### config.mk
export PLATFORM = sky130hd
export DESIGN_NAME = vs_driver
export DESIGN_NICKNAME = d
export VERILOG_FILES = /design/src/verilog/vs_pkg.sv /design/src/verilog/vs_driver.sv
export VERILOG_INCLUDE_DIRS = /design/src /design/src/verilog
export SDC_FILE = /design/constraint.sdc
export NUM_CORES = 2
export LEC_CHECK = 0
export BUFFER_PORTS_ARGS = -buffer_cell sky130_fd_sc_hd__buf_2
export CAP_MARGIN = 5
export CORE_AREA = 2 2 343 345
export DETAILED_ROUTE_END_ITERATION = 10
export DIE_AREA = 0 0 345 347
export GPL_ROUTABILITY_DRIVEN = 0
export PLACE_DENSITY = 0.7
export SLEW_MARGIN = 10
export SYNTH_ARGS = -nofsm -noshare
export SYNTH_HDL_FRONTEND = slang
export SYNTH_SLANG_ARGS = --single-unit
### constraint.sdc
create_clock -name pclk -period 7.6 [get_ports pclk]
set_clock_uncertainty 0.1 [all_clocks]
set_input_delay 0.76 -clock pclk [delete_from_list [all_inputs] [get_ports pclk]]
set_output_delay 0.76 -clock pclk [all_outputs]
set_load 0.005 [all_outputs]
### src/verilog/vs_defines.svh
// register offsets, field positions, codes and reset values
`ifndef VS_DEFINES_SVH
`define VS_DEFINES_SVH
`define A_CTRL      8'h00
`define A_LPORT     8'h04
`define A_PCID      8'h08
`define A_PPORT     8'h0C
`define A_DLEN      8'h10
`define A_BALLOC    8'h14
`define A_CONSUME   8'h18
`define A_STATUS    8'h1C
`define A_PFREE     8'h20
`define A_GCID      8'h24
`define A_TOUT      8'h28
`define CTRL_CONN   0
`define CTRL_CLOSE  1
`define CTRL_SEND   2
`define CTRL_LISTEN 3
`define SHUT_NO_RX  0
`define SHUT_NO_TX  1
`define SHUT_BOTH   32'h0000_0003
`define TYPE_STREAM 16'h0001
`define OP_INVALID  16'h0000
`define OP_REQUEST  16'h0001
`define OP_RESPONSE 16'h0002
`define OP_RST      16'h0003
`define OP_SHUTDOWN 16'h0004
`define OP_RW       16'h0005
`define OP_CRED_UPD 16'h0006
`define OP_CRED_REQ 16'h0007
`define EV_TRANSPORT_RESET 32'h0000_0000
`define RST_BALLOC  32'h0000_1000
`define RST_TOUT    32'h0000_0400
`endif

### src/verilog/vs_pkg.sv
// types of the stream socket driver engine
package vs_pkg;
	typedef enum logic [1:0] {ST_IDLE, ST_CONN, ST_EST, ST_CLOSE} conn_t;
	typedef struct packed {
		conn_t       st;
		logic [31:0] lcid;
		logic        listen;
		logic [31:0] lport;
		logic [31:0] pcid;
		logic [31:0] pport;
		logic [31:0] dlen;
		logic [31:0] balloc;
		logic [31:0] tout;
		logic [31:0] txc;
		logic [31:0] fwd;
		logic [31:0] palloc;
		logic [31:0] pfwd;
		logic [31:0] rxb;
		logic [1:0]  pshut;
		logic        p_conn;
		logic        p_close;
		logic        p_send;
		logic        p_cred;
		logic        p_rst;
		logic        rep_v;
		logic [15:0] rep_op;
		logic [63:0] rep_cid;
		logic [31:0] rep_sport;
		logic [31:0] rep_dport;
		logic [31:0] tmr;
		logic        tv;
		logic [63:0] t_dcid;
		logic [31:0] t_sport;
		logic [31:0] t_dport;
		logic [31:0] t_len;
		logic [15:0] t_op;
		logic [31:0] t_flags;
		logic [31:0] t_balloc;
		logic [31:0] t_fwd;
		logic [31:0] prdata;
		logic        pslverr;
	} ctl_t;
endpackage : vs_pkg

### src/verilog/vs_driver.sv
// stream socket driver engine: apb control, tx/rx/event queue ports
//
// Contract
// - driver keeps draining rx while tx is full, using a spare slot.
// - a flow is the source and destination cid and port tuple.
// - only stream type, encoded as type value 1.
// - credit counts payload bytes only, never header bytes.
// - each side advertises buf_alloc and a free-running fwd_cnt.
// - peer free = peer buf_alloc minus (tx count minus peer fwd_cnt).
// - data is sent only when peer free space covers the payload.
// - short of credit, hold data and recheck with latest credit values.
// - a credit request is answered with a credit update.
// - unsolicited credit updates may be sent and are always accepted.
// - every flow packet carries current buf_alloc and fwd_cnt.
// - driver uses guest_cid as source cid of every outgoing packet; sends guest_cid[31:0] from the last transport reset, 0 until the first.
// - a packet with unknown type is answered with a reset.
// - request gets response if listening, else reset; here a request is also reset unless the state is ST_IDLE.
// - shutdown bit 0 no more receive, bit 1 no more send, latched.
// - a reset aborts a connect attempt or tears down a connection.
// - close sends shutdown both ways, waits for reset, else resets itself.
// - on transport reset, reread guest_cid, drop connections, keep listener.
// - tx buffers are only read by device, rx only written.
// - op codes 0 invalid through 7 credit request.
// - packets start with the fixed little-endian header layout.
`timescale 1ns/100ps
`include "vs_defines.svh"

module vs_driver
	import vs_pkg::*;
(
	input  wire logic        pclk,
	input  wire logic        presetn,
	input  wire logic        psel,
	input  wire logic        penable,
	input  wire logic        pwrite,
	input  wire logic [7:0]  paddr,
	input  wire logic [31:0] pwdata,
	output logic      [31:0] prdata,
	output logic             pready,
	output logic             pslverr,
	input  wire logic [63:0] guest_cid,
	output logic             tx_valid,
	input  wire logic        tx_ready,
	output logic      [63:0] tx_src_cid,
	output logic      [63:0] tx_dst_cid,
	output logic      [31:0] tx_src_port,
	output logic      [31:0] tx_dst_port,
	output logic      [31:0] tx_len,
	output logic      [15:0] tx_type,
	output logic      [15:0] tx_op,
	output logic      [31:0] tx_flags,
	output logic      [31:0] tx_buf_alloc,
	output logic      [31:0] tx_fwd_cnt,
	input  wire logic        rx_valid,
	output logic             rx_ready,
	input  wire logic [63:0] rx_src_cid,
	input  wire logic [63:0] rx_dst_cid,
	input  wire logic [31:0] rx_src_port,
	input  wire logic [31:0] rx_dst_port,
	input  wire logic [31:0] rx_len,
	input  wire logic [15:0] rx_type,
	input  wire logic [15:0] rx_op,
	input  wire logic [31:0] rx_flags,
	input  wire logic [31:0] rx_buf_alloc,
	input  wire logic [31:0] rx_fwd_cnt,
	input  wire logic        ev_valid,
	output logic             ev_ready,
	input  wire logic [31:0] ev_id
);

	ctl_t s_r;
	ctl_t s_nxt;

	// peer free space in modular 32-bit arithmetic
	function automatic logic [31:0] peer_free(
		input logic [31:0] palloc,
		input logic [31:0] txc,
		input logic [31:0] pfwd
	);
		peer_free = palloc - (txc - pfwd);
	endfunction : peer_free

	logic        wr;
	logic        rd;
	logic        rx_take;
	logic        ev_take;
	logic        flow_hit;
	logic [31:0] pfree;

	assign wr       = psel & penable & pwrite;
	assign rd       = psel & ~penable;
	assign rx_take  = rx_valid & rx_ready;
	assign ev_take  = ev_valid & ev_ready;
	assign pfree    = peer_free(s_r.palloc, s_r.txc, s_r.pfwd);
	assign flow_hit = (s_r.st != ST_IDLE)
		&& (rx_src_cid == {32'h0000_0000, s_r.pcid})
		&& (rx_src_port == s_r.pport)
		&& (rx_dst_cid == {32'h0000_0000, s_r.lcid})
		&& (rx_dst_port == s_r.lport);

	// one reply slot outside the tx queue lets rx drain while tx stalls
	assign rx_ready = ~s_r.rep_v;
	assign ev_ready = 1'b1;
	assign pready   = 1'b1;
	assign prdata   = s_r.prdata;
	assign pslverr  = s_r.pslverr;

	// tx is an outgoing header that the device only reads
	assign tx_valid     = s_r.tv;
	assign tx_src_cid   = {32'h0000_0000, s_r.lcid};
	assign tx_dst_cid   = s_r.t_dcid;
	assign tx_src_port  = s_r.t_sport;
	assign tx_dst_port  = s_r.t_dport;
	assign tx_len       = s_r.t_len;
	assign tx_type      = `TYPE_STREAM;
	assign tx_op        = s_r.t_op;
	assign tx_flags     = s_r.t_flags;
	assign tx_buf_alloc = s_r.t_balloc;
	assign tx_fwd_cnt   = s_r.t_fwd;

	always_comb
	begin
		s_nxt = s_r;

		// tx side: drain the output slot, then load the next packet
		if (s_r.tv && tx_ready)
		begin
			s_nxt.tv = 1'b0;
		end
		if (!s_r.tv)
		begin
			s_nxt.t_balloc = s_r.balloc;
			s_nxt.t_fwd    = s_r.fwd;
			s_nxt.t_len    = 32'h0000_0000;
			s_nxt.t_flags  = 32'h0000_0000;
			s_nxt.t_dcid   = {32'h0000_0000, s_r.pcid};
			s_nxt.t_sport  = s_r.lport;
			s_nxt.t_dport  = s_r.pport;
			if (s_r.rep_v)
			begin
				s_nxt.tv      = 1'b1;
				s_nxt.rep_v   = 1'b0;
				s_nxt.t_op    = s_r.rep_op;
				s_nxt.t_dcid  = s_r.rep_cid;
				s_nxt.t_sport = s_r.rep_sport;
				s_nxt.t_dport = s_r.rep_dport;
			end
			else if (s_r.p_rst)
			begin
				s_nxt.tv    = 1'b1;
				s_nxt.p_rst = 1'b0;
				s_nxt.t_op  = `OP_RST;
			end
			else if (s_r.p_conn)
			begin
				s_nxt.tv     = 1'b1;
				s_nxt.p_conn = 1'b0;
				s_nxt.t_op   = `OP_REQUEST;
				s_nxt.st     = ST_CONN;
			end
			else if (s_r.p_close)
			begin
				s_nxt.tv      = 1'b1;
				s_nxt.p_close = 1'b0;
				s_nxt.t_op    = `OP_SHUTDOWN;
				s_nxt.t_flags = `SHUT_BOTH;
				s_nxt.st      = ST_CLOSE;
				s_nxt.tmr     = s_r.tout;
			end
			else if (s_r.p_cred)
			begin
				s_nxt.tv     = 1'b1;
				s_nxt.p_cred = 1'b0;
				s_nxt.t_op   = `OP_CRED_UPD;
			end
			else if (s_r.p_send)
			begin
				if (s_r.pshut[`SHUT_NO_RX])
				begin
					s_nxt.p_send = 1'b0;
				end
				else if (pfree >= s_r.dlen)
				begin
					s_nxt.tv     = 1'b1;
					s_nxt.p_send = 1'b0;
					s_nxt.t_op   = `OP_RW;
					s_nxt.t_len  = s_r.dlen;
					s_nxt.txc    = s_r.txc + s_r.dlen;
				end
			end
		end

		// close wait: no reset from the peer in time, reset it ourselves
		if (s_r.st == ST_CLOSE)
		begin
			if (s_r.tmr == 32'h0000_0000)
			begin
				s_nxt.st    = ST_IDLE;
				s_nxt.p_rst = 1'b1;
			end
			else
			begin
				s_nxt.tmr = s_r.tmr - 32'h0000_0001;
			end
		end

		// rx side: incoming headers that the device wrote
		if (rx_take)
		begin
			s_nxt.rep_cid   = rx_src_cid;
			s_nxt.rep_sport = rx_dst_port;
			s_nxt.rep_dport = rx_src_port;
			s_nxt.rep_op    = `OP_RST;
			if (rx_type != `TYPE_STREAM)
			begin
				s_nxt.rep_v = 1'b1;
			end
			else if (flow_hit)
			begin
				s_nxt.palloc = rx_buf_alloc;
				s_nxt.pfwd   = rx_fwd_cnt;
				case (rx_op)
					`OP_RESPONSE:
					begin
						if (s_r.st == ST_CONN)
						begin
							s_nxt.st = ST_EST;
						end
					end
					`OP_RST:
					begin
						s_nxt.st      = ST_IDLE;
						s_nxt.p_send  = 1'b0;
						s_nxt.p_close = 1'b0;
						s_nxt.p_cred  = 1'b0;
					end
					`OP_SHUTDOWN:
					begin
						s_nxt.pshut = s_r.pshut | rx_flags[1:0];
					end
					`OP_RW:
					begin
						s_nxt.rxb = s_r.rxb + rx_len;
					end
					`OP_CRED_UPD:
					begin
						s_nxt.palloc = rx_buf_alloc;
					end
					`OP_CRED_REQ:
					begin
						s_nxt.rep_v  = 1'b1;
						s_nxt.rep_op = `OP_CRED_UPD;
					end
					`OP_REQUEST:
					begin
						s_nxt.rep_v = 1'b1;
					end
					default:
					begin
						s_nxt.rep_v = 1'b1;
					end
				endcase
			end
			else if (rx_op == `OP_REQUEST)
			begin
				s_nxt.rep_v = 1'b1;
				if (s_r.listen && s_r.st == ST_IDLE
					&& rx_dst_port == s_r.lport
					&& rx_dst_cid == {32'h0000_0000, s_r.lcid})
				begin
					s_nxt.rep_op = `OP_RESPONSE;
					s_nxt.st     = ST_EST;
					s_nxt.pcid   = rx_src_cid[31:0];
					s_nxt.pport  = rx_src_port;
					s_nxt.palloc = rx_buf_alloc;
					s_nxt.pfwd   = rx_fwd_cnt;
					s_nxt.txc    = 32'h0000_0000;
					s_nxt.fwd    = 32'h0000_0000;
					s_nxt.rxb    = 32'h0000_0000;
					s_nxt.pshut  = 2'b00;
				end
			end
			else if (rx_op != `OP_RST)
			begin
				s_nxt.rep_v = 1'b1;
			end
		end

		// transport reset: new cid, drop connection, listener stays
		if (ev_take && ev_id == `EV_TRANSPORT_RESET)
		begin
			s_nxt.lcid = guest_cid[31:0];
			if (s_r.st != ST_IDLE)
			begin
				s_nxt.st      = ST_IDLE;
				s_nxt.p_rst   = 1'b1;
				s_nxt.p_send  = 1'b0;
				s_nxt.p_close = 1'b0;
				s_nxt.p_cred  = 1'b0;
			end
		end

		// apb read data, sampled in the setup cycle
		s_nxt.prdata  = 32'h0000_0000;
		s_nxt.pslverr = 1'b0;
		if (rd)
		begin
			case (paddr)
				`A_CTRL:    s_nxt.prdata = {28'h0, s_r.listen, s_r.p_send,
					s_r.p_close, s_r.p_conn};
				`A_LPORT:   s_nxt.prdata = s_r.lport;
				`A_PCID:    s_nxt.prdata = s_r.pcid;
				`A_PPORT:   s_nxt.prdata = s_r.pport;
				`A_DLEN:    s_nxt.prdata = s_r.dlen;
				`A_BALLOC:  s_nxt.prdata = s_r.balloc;
				`A_CONSUME: s_nxt.prdata = s_r.rxb;
				`A_STATUS:  s_nxt.prdata = {26'h0, s_r.rep_v, s_r.tv,
					s_r.pshut, s_r.st};
				`A_PFREE:   s_nxt.prdata = pfree;
				`A_GCID:    s_nxt.prdata = s_r.lcid;
				`A_TOUT:    s_nxt.prdata = s_r.tout;
				default:    s_nxt.pslverr = 1'b1;
			endcase
		end

		// apb writes take effect at the access edge
		if (wr)
		begin
			case (paddr)
				`A_CTRL:
				begin
					s_nxt.listen = pwdata[`CTRL_LISTEN];
					if (pwdata[`CTRL_CONN] && s_r.st == ST_IDLE)
					begin
						s_nxt.p_conn = 1'b1;
						s_nxt.txc    = 32'h0000_0000;
						s_nxt.fwd    = 32'h0000_0000;
						s_nxt.rxb    = 32'h0000_0000;
						s_nxt.pshut  = 2'b00;
						s_nxt.palloc = 32'h0000_0000;
						s_nxt.pfwd   = 32'h0000_0000;
					end
					if (pwdata[`CTRL_CLOSE] && s_r.st == ST_EST)
					begin
						s_nxt.p_close = 1'b1;
					end
					if (pwdata[`CTRL_SEND] && s_r.st == ST_EST)
					begin
						s_nxt.p_send = 1'b1;
					end
				end
				`A_LPORT:  s_nxt.lport  = pwdata;
				`A_PCID:   s_nxt.pcid   = pwdata;
				`A_PPORT:  s_nxt.pport  = pwdata;
				`A_DLEN:   s_nxt.dlen   = pwdata;
				`A_BALLOC: s_nxt.balloc = pwdata;
				`A_TOUT:   s_nxt.tout   = pwdata;
				`A_CONSUME:
				begin
					s_nxt.fwd = s_r.fwd + pwdata;
					s_nxt.rxb = s_nxt.rxb - pwdata;
					if (s_r.st == ST_EST)
					begin
						s_nxt.p_cred = 1'b1;
					end
				end
				default:
				begin
					s_nxt.pslverr = 1'b0;
				end
			endcase
		end
	end

	always_ff @(posedge pclk or negedge presetn)
	begin
		if (!presetn)
		begin
			s_r        <= '0;
			s_r.st     <= ST_IDLE;
			s_r.balloc <= `RST_BALLOC;
			s_r.tout   <= `RST_TOUT;
		end
		else
		begin
			s_r <= s_nxt;
		end
	end

endmodule : vs_driver

==> summary.md <==
| Metric | Value |
|---|---|
| Status | `complete, but fails checks` |
| Violations in the final reports | `hold timing` |
| Post-synth top area cell | `dfrtp_1` |
| Global route total overflow | `0` |
| Total number of yosys warnings | `0` |
| Via count | `around 42000` |
| Top-area cell type share of the netlist area | `0.425` |
| CP Buf/Inv Count | `1` |
| Max incr delay on CP | `750 ps` |
| Mean area per synthesized cell | `just over 9 µm²` |
| Core box area | `116000 µm²` |
| DPL Wire Length | `around 150000 µm` |
| Peak supply drop | `253 µV` |
| Synth unique cells | `93` |
| CP max FO | `11` |
| Setup TNS | `0 ps` |
| Post-DR wirelength/cell | `~27 µm` |
| Gate power share | `0.218` |
| Clock-pin slew on the worst setup and hold paths | `60 ps` |
| Ys flop type | `dfrtp_1` |
| Tot GR Track Use | `0.315` |
| CTS tree | `built` |
| Nets | `~6400` |
| Cell count after placement | `7124` |
| Slew Viols, Final | `0` |
| Cell Pwr Density | `240 nW/µm²` |
| Design Power | `0.0130 W` |
| Largest net degree at the start of global routing | `160` |
| DRC Markers | `0` |
| Crit Path Category | `reg2reg` |
| Post-CTS Hold Fix Bufs | `0` |
| Filler cells | `10946` |
| CTS Buffer Depth | `3` |
| CTS H-tree depth | `3` |
| Die W | `345 µm` |
| Clock latency on the worst-skew pair | `700 ps` |
| Relative slew slack | `0.146` |
| WHS | `-32.3 ps` |
| Mapped cell area | `48200 µm²` |
| Levels on crit path | `23` |
| Max frequency | `143 MHz` |
| Clk pwr share | `0.350` |
| Postcts setup bufs | `0` |
| Flop pwr share | `0.432` |
| Worst path slowest cell | `dfrtp_1` |
| Worst min path class | `in2async` |
| Unrepaired setup endpoints after global routing | `no` |
| Number of flops mapped to enable cells by yosys | `0` |
| P_leak | `27.1 nW` |
| Iter 0 DRT Violations | `roughly 4700` |
| Worst path arrival time | `7460 ps` |
| # clock sinks | `820` |
| First-pass GRT wire length | `275000 µm` |
| Final hold violations | `9` |
| IO Pins | `885` |
| Most used cell, CP | `a21oi_1` |
| # setup viols final | `0` |
| Vias per inst | `5.73` |
| Commonest non-fill, non-tap cell in the layout | `nand2_1` |
| Ranking of synthesized cells by area | `dfrtp_1 42%, nand2_1 8.7%, buf_4 6.0%` |
| Site row count | `125` |
| Inserted Clock Buffers | `90` |
| Mapped Cells | `5326` |
| P&R area growth vs syn | `12.2%` |
| Port Buf Inserts | `729` |
| Critical Path Start Type | `register` |
| Switching Fraction | `0.330` |
| Root Driver | `clkbuf_16` |
| Yosys reg bits | `820` |
| Internal | `0.00870 W` |
| Die height | `347 µm` |
| Most frequent cells in the layout | `1116 x nand2_1, 816 x dfrtp_1, 728 x buf_2` |
| Vias in the first global route | `39542` |
| Drt pass-1 iters | `6` |
| Final Non-Filler Cells | `7306` |
| Sequential share of the synthesized area | `0.426` |
| Starting Density | `0.416` |
| Fin crit share | `0.920` |
| Critical-path cell list | `xor2_1, nor4_1, nand4_1, nor3_1, nand4_2, nor4_4, nand4_1, buf_4, nor2_1, a21oi_1, ha_1, fa_1, nor2b_1, o21ai_0, a21boi_0, o2111ai_1, and4b_1, a21oi_1, nand3_1, a21oi_1, a21boi_0, xnor2_1, a22o_1` |
| Critical Path RT | `8070 ps` |
| Total Routed Length | `194000 µm` |
| Gates resized, CTS repair | `0` |
| Layout cells sized above 1 | `0.195` |
| Min Tclk post-route | `6990 ps` |
| Cell family with most CP delay | `simple AND/OR/NAND/NOR gates` |
| Max Cap Violations | `0` |
| Crit path capture type | `register` |
| Die Area | `120000 µm²` |
| Initial antenna violation count | `32` |
| DRT antenna net count | `0` |
| Worst-Margin Slew | `approximately 1300 ps` |
| Worst-case reg-to-reg path depth | `23` |
| Switch Pwr | `between 0.004 and 0.005 W` |
| Asr flop ratio synth | `1.00` |
[cell families (layout without fill, tap and decap cells)]
logic type / count (synthesis) / after routing / share of synthesized area
muxes: 274 / 274 / 0.0596
xor gates and xnor gates: 262 / 262 / 0.0476
buffers and inverters: 869 / 1216 / 0.0990
AOI/OAI and AO/OA: 1261 / 1261 / 0.162
adders and majority gates: 225 / 225 / 0.0639
other: 2 / 111 / 0.000156
and+or+nand+nor: 1613 / 1613 / 0.142
DFF: 820 / 820 / 0.426
[metal layers]
metal  share of wire  track usage  up-vias
met3           0.098       0.0796      597
met4           0.089        0.231       16
met5         0.00049            0        -
met1            0.37        0.381    20235
met2            0.44        0.488     2394
li1                -            -    18601
[synth_stat cells, types with 51 or more instances]
cell,n
a221oi_1,53
clkbuf_1,197
a22o_1,57
nand2_1,1120
dfrtp_1,818
nand3_1,51
nand4_1,53
a21oi_1,253
a21o_1,75
nor2_1,168
xnor2_1,180
xor2_1,82
buf_4,388
mux2i_1,170
o21ai_0,534
ha_1,190
mux2_2,104
inv_1,243
[state kept, by name, indices dropped and copies added (netlist names)]
register / count
tx_fwd_cnt: 32
tx_len: 32
tx_buf_alloc: 32
tx_dst_cid: 64
tx_src_cid: 32
tx_dst_port: 32
prdata: 32
s_r: 526
tx_valid: 1
tx_op: 3
tx_src_port: 32
pslverr: 1
tx_flags: 1
[path summary, 6_finish.rpt]
kind | end | slack [ps] | from
min | s_r[563] | -30 | presetn
min in group pclk | s_r[448] | 170 | rx_src_cid[46]
min reg2reg | s_r[418] | 370 | s_r[418]
max in group asynchronous | s_r[594] | 5680 | presetn
max reg2reg | s_r[520] | 610 | tx_src_cid[16]
max | s_r[520] | 610 | tx_src_cid[16]
[area by class of cell]
| cell class | count | area, µm² | area share |
|---|---|---|---|
| sequential | 820 | 20500 | 0.380 |
| antenna | 18 | 45.0 | 0.000833 |
| clock inverter | 41 | 475 | 0.00879 |
| inverter | 243 | 912 | 0.0169 |
| clock buffer | 122 | 2560 | 0.0474 |
| multi-input combinational | 3728 | 23300 | 0.431 |
| timing repair buffer | 810 | 4320 | 0.0798 |
| tap | 1524 | 1910 | 0.0353 |
[metrics by stage]
step	hold WS (ps)	util	area [µm²]	setup WS [ps]
3_3_place_gp	354	0.441	51000	896
5_1_grt	17.7	0.467	54100	405
6_report	-32.3	0.467	54100	606
4_1_cts	4.98	0.467	54000	825
2_1_floorplan	340	-	48500	2010
3_5_place_dp	361	0.441	51000	794
[power by group through the flow]
stage | combinational (W) | clock [W] | sequential (W)
2_1_floorplan | 0.00214 | 0 | 0.00543
3_3_place_gp | 0.00276 | 0 | 0.00565
3_5_place_dp | 0.00280 | 0 | 0.00567
4_1_cts | 0.00283 | 0.00458 | 0.00560
5_1_grt | 0.00308 | 0.00476 | 0.00568
6_report | 0.00283 | 0.00454 | 0.00561
Power figures use the tool's default switching activity.
